[src/include/gmc_pkg.sv]
// constants for the general mask control register bank
package gmc_pkg;
	localparam int          NUM_CH          = 8;
	localparam int          NUM_HALF        = 2;
	localparam int          CH_PER_HALF     = 4;
	localparam int          RES_W           = 4;
	localparam logic [7:0]  CMD_GEN_MASK    = 8'h17;
	localparam logic [7:0]  GEN_MASK_RESET  = 8'h80;
	localparam int          BIT_IRQ_GATE    = 7;
	localparam int          BIT_ACCESS_WIDE = 5;
	localparam int          BIT_MULTI_PRIO  = 4;
	localparam int          BIT_CLASS_CHG   = 3;
	localparam int          BIT_DETECT_CHG  = 2;
	localparam logic [7:0]  BYTE_ZERO       = 8'h00;
	localparam logic [RES_W-1:0] RESULT_RESET = 4'h0;
	// the fast-shutdown idle time that the host keeps before raising the priority mode
	localparam int          OSS_IDLE_US     = 200;
	localparam int          CLOCK_MHZ       = 40;
	localparam int          OSS_IDLE_CYCLES = OSS_IDLE_US * CLOCK_MHZ;
endpackage

[src/include/chan_event_if.sv]
// per-channel detection and classification completions and their qualified set pulses
`timescale 1ns/1ps
interface chan_event_if;
	logic [gmc_pkg::NUM_CH-1:0]                   detDone;
	logic [gmc_pkg::NUM_CH-1:0][gmc_pkg::RES_W-1:0] detResult;
	logic [gmc_pkg::NUM_CH-1:0]                   clsDone;
	logic [gmc_pkg::NUM_CH-1:0][gmc_pkg::RES_W-1:0] clsResult;
	logic [gmc_pkg::NUM_CH-1:0]                   detChangeOnly;
	logic [gmc_pkg::NUM_CH-1:0]                   clsChangeOnly;
	logic [gmc_pkg::NUM_CH-1:0]                   detSet;
	logic [gmc_pkg::NUM_CH-1:0]                   clsSet;

	modport top
	(
		output detDone, detResult, clsDone, clsResult, detChangeOnly, clsChangeOnly,
		input  detSet, clsSet
	);
	modport qual
	(
		input  detDone, detResult, clsDone, clsResult, detChangeOnly, clsChangeOnly,
		output detSet, clsSet
	);
endinterface

[src/general_mask_control.sv]
// general mask control register pair with interrupt gating and event qualification
`timescale 1ns/1ps
module general_mask_control
(
	input  wire logic                                   clock,
	input  wire logic                                   resetn,
	input  wire logic                                   regWrite,
	input  wire logic                                   regRead,
	input  wire logic [7:0]                             cmdCode,
	input  wire logic                                   busAddressLsb,
	input  wire logic [15:0]                            wrData,
	output logic      [15:0]                            rdData,
	output logic                                        busAck,
	output logic                                        accessWide,
	output logic                                        multiLevelPriority,
	input  wire logic [gmc_pkg::NUM_CH-1:0]             irqSource,
	input  wire logic [gmc_pkg::NUM_CH-1:0]             irqMask,
	output logic                                        intPinOut,
	output logic                                        intPinOeN,
	input  wire logic [gmc_pkg::NUM_CH-1:0]             detDone,
	input  wire logic [gmc_pkg::NUM_CH*gmc_pkg::RES_W-1:0] detResult,
	input  wire logic [gmc_pkg::NUM_CH-1:0]             clsDone,
	input  wire logic [gmc_pkg::NUM_CH*gmc_pkg::RES_W-1:0] clsResult,
	input  wire logic [gmc_pkg::NUM_CH-1:0]             detectEventClear,
	input  wire logic [gmc_pkg::NUM_CH-1:0]             classEventClear,
	output logic      [gmc_pkg::NUM_CH-1:0]             detectEventFlag,
	output logic      [gmc_pkg::NUM_CH-1:0]             classEventFlag
);
	chan_event_if ev ();

	logic [7:0]                  genMaskLo_r;
	logic [7:0]                  genMaskHi_r;
	logic [15:0]                 rdData_r;
	logic                        busAck_r;
	logic                        intPinOeN_r;
	logic                        intPinOut_r;
	logic [gmc_pkg::NUM_CH-1:0]  detFlag_r;
	logic [gmc_pkg::NUM_CH-1:0]  clsFlag_r;
	logic [gmc_pkg::NUM_CH-1:0]  irqGate;
	logic [gmc_pkg::NUM_CH-1:0]  detChg;
	logic [gmc_pkg::NUM_CH-1:0]  clsChg;

	// the channel 1-4 copy alone decides the bus width for both halves
	wire wideMode   = genMaskLo_r[gmc_pkg::BIT_ACCESS_WIDE];
	wire cmdHit     = cmdCode == gmc_pkg::CMD_GEN_MASK;
	// in wide mode the odd address is not ours and goes unanswered
	wire addrOk     = ~wideMode | ~busAddressLsb;
	wire accessHit  = cmdHit & addrOk & (regWrite | regRead);
	wire wrLo       = cmdHit & addrOk & regWrite & (wideMode | ~busAddressLsb);
	wire wrHi       = cmdHit & addrOk & regWrite & (wideMode | busAddressLsb);
	wire [7:0] wrLoByte = wrData[7:0];
	wire [7:0] wrHiByte = wideMode ? wrData[15:8] : wrData[7:0];
	wire [7:0] narrowByte = busAddressLsb ? genMaskHi_r : genMaskLo_r;
	wire [15:0] rdValue = wideMode ? {genMaskHi_r, genMaskLo_r} : {gmc_pkg::BYTE_ZERO, narrowByte};
	// each four-channel group is gated by the gate bit of its own register copy
	wire irqAny     = |(irqSource & ~irqMask & irqGate);

	genvar ch;
	generate
		for (ch = 0; ch < gmc_pkg::NUM_CH; ch++)
		begin : g_ch
			wire [7:0] own = (ch < gmc_pkg::CH_PER_HALF) ? genMaskLo_r : genMaskHi_r;
			assign irqGate[ch]          = own[gmc_pkg::BIT_IRQ_GATE];
			assign detChg[ch]           = own[gmc_pkg::BIT_DETECT_CHG];
			assign clsChg[ch]           = own[gmc_pkg::BIT_CLASS_CHG];
			assign ev.detResult[ch]     = detResult[ch*gmc_pkg::RES_W +: gmc_pkg::RES_W];
			assign ev.clsResult[ch]     = clsResult[ch*gmc_pkg::RES_W +: gmc_pkg::RES_W];
		end
	endgenerate

	assign ev.detDone       = detDone;
	assign ev.clsDone       = clsDone;
	assign ev.detChangeOnly = detChg;
	assign ev.clsChangeOnly = clsChg;

	event_qualifier u_qual
	(
		.clock  (clock),
		.resetn (resetn),
		.ev     (ev.qual)
	);

	always_ff @(posedge clock or negedge resetn)
	begin
		if (!resetn)
			genMaskLo_r <= gmc_pkg::GEN_MASK_RESET;
		else if (wrLo)
			genMaskLo_r <= wrLoByte;
	end

	always_ff @(posedge clock or negedge resetn)
	begin
		if (!resetn)
			genMaskHi_r <= gmc_pkg::GEN_MASK_RESET;
		else if (wrHi)
			genMaskHi_r <= wrHiByte;
	end

	always_ff @(posedge clock or negedge resetn)
	begin
		if (!resetn)
		begin
			rdData_r <= 16'h0000;
			busAck_r <= 1'b0;
		end
		else
		begin
			busAck_r <= accessHit;
			if (cmdHit & addrOk & regRead)
				rdData_r <= rdValue;
		end
	end

	// open-drain pin: enable low pulls the line to its active low level
	always_ff @(posedge clock or negedge resetn)
	begin
		if (!resetn)
		begin
			intPinOeN_r <= 1'b1;
			intPinOut_r <= 1'b0;
		end
		else
		begin
			intPinOeN_r <= ~irqAny;
			intPinOut_r <= 1'b0;
		end
	end

	// flags ignore the gate bit; a set in the clearing cycle survives the clear
	always_ff @(posedge clock or negedge resetn)
	begin
		if (!resetn)
		begin
			detFlag_r <= '0;
			clsFlag_r <= '0;
		end
		else
		begin
			detFlag_r <= (detFlag_r & ~detectEventClear) | ev.detSet;
			clsFlag_r <= (clsFlag_r & ~classEventClear) | ev.clsSet;
		end
	end

	assign rdData             = rdData_r;
	assign busAck             = busAck_r;
	assign accessWide         = genMaskLo_r[gmc_pkg::BIT_ACCESS_WIDE];
	// the shutdown decoder follows the 3-bit priority registers when this is high
	assign multiLevelPriority = genMaskLo_r[gmc_pkg::BIT_MULTI_PRIO];
	assign intPinOut          = intPinOut_r;
	assign intPinOeN          = intPinOeN_r;
	assign detectEventFlag    = detFlag_r;
	assign classEventFlag     = clsFlag_r;
endmodule

[src/event_qualifier.sv]
// remembers the last detection and class result per channel and qualifies event pulses
`timescale 1ns/1ps
module event_qualifier
(
	input  wire logic     clock,
	input  wire logic     resetn,
	chan_event_if.qual    ev
);
	genvar ch;
	generate
		for (ch = 0; ch < gmc_pkg::NUM_CH; ch++)
		begin : g_ch
			logic [gmc_pkg::RES_W-1:0] prevDet_r;
			logic [gmc_pkg::RES_W-1:0] prevCls_r;
			wire                       detDiffers = ev.detResult[ch] != prevDet_r;
			wire                       clsDiffers = ev.clsResult[ch] != prevCls_r;

			// a change-only channel reports only a differing result
			assign ev.detSet[ch] = ev.detDone[ch] & (~ev.detChangeOnly[ch] | detDiffers);
			assign ev.clsSet[ch] = ev.clsDone[ch] & (~ev.clsChangeOnly[ch] | clsDiffers);

			// history tracks every completion, so a mode switch compares against the true last result
			always_ff @(posedge clock or negedge resetn)
			begin
				if (!resetn)
					prevDet_r <= gmc_pkg::RESULT_RESET;
				else if (ev.detDone[ch])
					prevDet_r <= ev.detResult[ch];
			end

			always_ff @(posedge clock or negedge resetn)
			begin
				if (!resetn)
					prevCls_r <= gmc_pkg::RESULT_RESET;
				else if (ev.clsDone[ch])
					prevCls_r <= ev.clsResult[ch];
			end
		end
	endgenerate
endmodule

[config.mk]
export PLATFORM = sky130hd
export DESIGN_NAME = general_mask_control
export DESIGN_NICKNAME = d
export VERILOG_FILES = /design/src/include/gmc_pkg.sv /design/src/include/chan_event_if.sv /design/src/general_mask_control.sv /design/src/event_qualifier.sv
export SDC_FILE = /design/constraint.sdc
export NUM_CORES = 1
export LEC_CHECK = 0
export BUFFER_PORTS_ARGS = -buffer_cell sky130_fd_sc_hd__buf_2
export CORE_MARGIN = 5
export CORE_UTILIZATION = 52
export CTS_BUF_LIST = sky130_fd_sc_hd__clkbuf_4
export DETAILED_ROUTE_END_ITERATION = 10
export GPL_ROUTABILITY_DRIVEN = 0
export GPL_TIMING_DRIVEN = 0
export PLACE_DENSITY = 0.9
export SLEW_MARGIN = 20
export SYNTH_ARGS = -nofsm -noshare
export SYNTH_HDL_FRONTEND = slang
export SYNTH_HIERARCHICAL = 1
export SYNTH_SLANG_ARGS = --single-unit
[constraint.sdc]
create_clock -name clock -period 1.7 [get_ports clock]
set_input_delay 0.17 -clock clock [delete_from_list [all_inputs] [get_ports clock]]
set_output_delay 0.17 -clock clock [all_outputs]
set_load 0.02 [all_outputs]
==> results of run 1 <==
[kinds of logic after synthesis]
logic type,synth area share
XOR/XNOR,0.1059
other,0.0006975
AND/OR/NAND/NOR,0.04142
AO/OA/AOI/OAI,0.04864
buffers and inverters,0.04096
flip-flops,0.5313
multiplexers,0.2311
[metrics by stage]
stage,cell area (µm²),util
after floorplan,5376,-
after global placement,6427,0.6311
after detailed placement,6461,0.6344
==> impl_metrics.csv, run 1 <==
group,metric,value,unit
placed_design,io_buffers,176,
outcome,failed_stage,"4_1_cts",
synthesis,synth_edf_count,0,
floorplan,die_x,111.7,µm
cts,post_cts_resized,0,
floorplan,initial_core_util,0.5279,
synthesis,ys_async_sr_fraction,1.000,
outcome,firstError,"[ERROR RSZ-0060] Max buffer count reached.",
synthesis,synth_ff_type,"dfrtp_1",
synthesis,synth_area,5376,µm²
placed_design,placed_cells,728,
synthesis,ys_types,28,
synthesis,ys_seq_elements,114,
cts,cts_buffer_depth,2,
floorplan,num_rows,37,
placed_design,pre_cts_ws,-0.007453,ns
cts,cts_inserted_buffers,17,
synthesis,synth_cells,415,
outcome,status,"did not finish",
synthesis,synth_most_common_cell,"dfrtp_1",
synthesis,syn_area_per_cell,12.96,µm²
floorplan,die_h,111.7,µm
synthesis,synthTopCellsByArea,"dfrtp_1 (52%), mux2_1 (13%), xor2_1 (8.0%)",
floorplan,io_pins,178,
cts,cts_setup_buffers,0,
synthesis,yosys_warnings,6,
cts,clock_tree.root_cell,"clkbuf_4",
synthesis,yosysTopAreaCellShare,0.5166,
cts,htreeDepth,4,
cts,cts_sinks,114,
cts,postCtsHoldBufs,152,
placed_design,dp_hpwl,9329,µm
synthesis,synth_area_leader_cell,"dfrtp_1",
synthesis,synth_common_cells,"dfrtp_1 (111), mux2_1 (64), xor2_1 (49), inv_1 (43), mux2_2 (37)",
synthesis,yosysSeqAreaShare,0.5313,
synthesis,syn-num-nets,556,
==> run 2, diff against run 1 <==
--- a/config.mk
+++ b/config.mk
@@ -7,12 +7,11 @@
 export LEC_CHECK = 0
 export BUFFER_PORTS_ARGS = -buffer_cell sky130_fd_sc_hd__buf_2
 export CORE_MARGIN = 5
-export CORE_UTILIZATION = 52
-export CTS_BUF_LIST = sky130_fd_sc_hd__clkbuf_4
+export CORE_UTILIZATION = 40
 export DETAILED_ROUTE_END_ITERATION = 10
 export GPL_ROUTABILITY_DRIVEN = 0
 export GPL_TIMING_DRIVEN = 0
-export PLACE_DENSITY = 0.9
+export PLACE_DENSITY_LB_ADDON = 0.15
 export SLEW_MARGIN = 20
 export SYNTH_ARGS = -nofsm -noshare
 export SYNTH_HDL_FRONTEND = slang
==> impl_metrics.csv, run 2 <==
group,metric,value,unit
sta,finalWorstSetupSlack,0.1318,ns
synthesis,synth_cells,415,
sta,drv_slew,0,
sta,finClkSkew,0.006895,ns
setup_path,critPathRequiredTime,1.99,ns
floorplan,die_h,125.9,µm
cts,htreeDepth,4,
synthesis,synth_ff_type,"dfrtp_1",
synthesis,yosysSeqAreaShare,0.5313,
setup_path,r2r_setup_slack,0.13,ns
detailed_routing,vias,3873,
synthesis,yosysTopAreaCellShare,0.5166,
synthesis,synth_edf_count,0,
power_and_ir_drop,vdd_ir_drop_max,0.7300,mV
synthesis,syn_area_per_cell,12.96,µm²
sta,fmax,637.7,MHz
layout,antenna_cells,0,
cts,cts_inserted_buffers,17,
floorplan,num_rows,42,
synthesis,synth_area_leader_cell,"dfrtp_1",
outcome,status,"completed",
power_and_ir_drop,finalPower,7188,µW
min_path,min_path_type,"in -> reg",
cts,cts_setup_buffers,0,
power_and_ir_drop,p_leak,0.003696,µW
detailed_routing,antenna_left,0,
cts,clock_latency,0.41,ns
placed_design,pre_cts_ws,0.007678,ns
detailed_routing,routed_wl,12100,µm
detailed_routing,drc,0,
synthesis,ys_async_sr_fraction,1.000,
synthesis,synthTopCellsByArea,"dfrtp_1 (52%), mux2_1 (13%), xor2_1 (8.0%)",
grt,grt_first_pass_wirelength,20690,µm
setup_path,worst_r2r_endpoint,"g_ch[4].own[2]$_DFFE_PN0P_",
placed_design,placed_cells,768,
grt,grt_pass1_vias,4193,
layout,layout_common_cells,"buf_2 (176), dfrtp_1 (111), mux2_1 (64)",
setup_path,worstSetupEndpointType,"flop",
synthesis,synth_common_cells,"dfrtp_1 (111), mux2_1 (64), xor2_1 (49), inv_1 (43), mux2_2 (37)",
floorplan,core_area,13190,µm²
layout,final_area,7501,µm²
layout,final_cell_count_no_fill,842,
layout,reg_top3,"u_qual/g_ch.prevCls_r (32), u_qual/g_ch.prevDet_r (32)",
layout,final_nets,795,
floorplan,die_x,125.9,µm
synthesis,synth_area,5376,µm²
cts,cts_buffer_depth,2,
detailed_routing,drtIter0Drc,121,
cts,clkTransAtPathRegs,0.05,ns
grt,antenna_found_initial,0,
layout,areaGrowthSynthToFinish,39.52,%
detailed_routing,drt-pass1-iter-count,4,
sta,fin_crit_sh,0.9225,
synthesis,synth_most_common_cell,"dfrtp_1",
setup_path,timing.reg2reg.worst_path_depth,4,
sta,relSlewSlack,0.6400,
cts,cts_sinks,114,
grt,grt_overflow_total,0,
setup_path,startpoint_type,"flop",
placed_design,dp_hpwl,8938,µm
layout,final_common_cell,"buf_2",
power_and_ir_drop,p_per_area,958.3,nW/µm²
floorplan,io_pins,178,
setup_path,cp_max_fo,10,
setup_path,cp.arrival,1.85,ns
sta,setup_violations,0,
min_path,hp-start,"clsResult[21]",
min_path,whs_path_depth,2,
sta,hold_viol,0,
grt,grt_max_degree,59,
cts,clock_tree.root_cell,"clkbuf_16",
grt,grt_util_all_layers,0.1638,
synthesis,yosys_warnings,6,
placed_design,placed_area,6511,µm²
sta,tightest_slew,0.5400,ns
detailed_routing,vias_per_cell,4.600,
sta,hold_slack,0.01774,ns
synthesis,ys_types,28,
synthesis,syn-num-nets,556,
job,drv.max_cap_violation_count,0,
sta,rsz0062_at_grt,"false",
layout,drive_gt1_frac,0.3799,
detailed_routing,wl_per_cell,14.37,µm
sta,period_needed,1.568,ns
cts,cts_tree,"done",
setup_path,rr_startpoint,"g_ch[0].own[5]$_DFFE_PN0P_",
min_path,hold_path_end,"u_qual/g_ch[5].prevCls_r[1]$_DFFE_PN0P_",
floorplan,initial_core_util,0.4076,
setup_path,path_class,"reg -> reg",
layout,nFillCells,1158,
placed_design,io_buffers,176,
floorplan,die-area,15860,µm²
synthesis,ys_seq_elements,114,
## run 2: cell counts after synthesis
Identical to the previous run, type by type.
## run 2: worst max-delay path: stages (launching register included)
cell,delay (ns)
dfrtp_1,0.40
buf_4,0.20
xor2_1,0.26
nand4_4,0.25
mux2_2,0.34
## run 2: routing by layer
layer,up-vias,share of wire,track usage
met2,103,0.50,0.2714
met3,13,0.077,0.06943
met5,-,0,0
met1,1856,0.41,0.1927
li1,1901,-,-
met4,0,0.017,0.05426
## run 2: logic make-up (layout without fill, tap and decap cells)
family / count (synthesis) / count (layout) / synth area share
buffers and inverters: 50 / 301 / 0.04096
flip-flops: 114 / 114 / 0.5313
multiplexers: 111 / 111 / 0.2311
AO/OA/AOI/OAI: 37 / 37 / 0.04864
XOR/XNOR: 65 / 65 / 0.1059
other: 1 / 1 / 0.0006975
AND/OR/NAND/NOR: 37 / 37 / 0.04142
## run 2: layout make-up
| class | count | area (µm²) | area share |
|---|---|---|---|
| buffer | 6 | 55.05 | 0.007339 |
| clock buffer | 26 | 519.2 | 0.06922 |
| clock inverter | 5 | 25.02 | 0.003336 |
| inverter | 43 | 161.4 | 0.02152 |
| multi-input combinational | 251 | 2308 | 0.3078 |
| sequential | 114 | 2856 | 0.3808 |
| tap | 176 | 220.2 | 0.02936 |
| timing repair buffer | 221 | 1355 | 0.1807 |
## run 2: through the flow
step | setup TNS [ns] | util
6_report | 0 | 0.5687
5_1_grt | 0 | 0.5687
2_1_floorplan | 0 | -
4_1_cts | 0 | 0.5679
3_3_place_gp | -110.97 | 0.4911
3_5_place_dp | 0 | 0.4936
## run 2: timing repair
action                                  CTS  global route
endpoints found under the setup margin    3             0
hold buffers                             43             1
resized for setup                         1             0
endpoints found under the hold margin    95             1
## run 2: report_power, final
group	total [µW]	internal, µW	switching (µW)
logic	931	505	426
clock network	3200	2070	1130
registers	3060	2930	128
## run 2: worst max-delay path by stage
| stage | from | end | slack, ns | cells after the start |
|---|---|---|---|---|
| finish | g_ch[0].own[5]$_DFFE_PN0P_ | g_ch[4].own[2]$_DFFE_PN0P_ | 0.13 | 4 |
| global route | g_ch[0].own[5]$_DFFE_PN0P_ | g_ch[4].own[5]$_DFFE_PN0P_ | 0.02 | 4 |
| CTS | g_ch[0].own[5]$_DFFE_PN0P_ | g_ch[4].own[2]$_DFFE_PN0P_ | 0.09 | 4 |
| detailed placement | g_ch[0].own[5]$_DFFE_PN0P_ | rdData[7]$_DFFE_PN0P_ | 0.008 | 4 |
| global placement | resetn | u_qual/g_ch[4].prevCls_r[0]$_DFFE_PN0P_ | -1.0 | 1 |
| floorplan | g_ch[0].own[5]$_DFFE_PN0P_ | rdData[0]$_DFFE_PN0P_ | 0.14 | 4 |
Power figures use the tool's default switching activity.
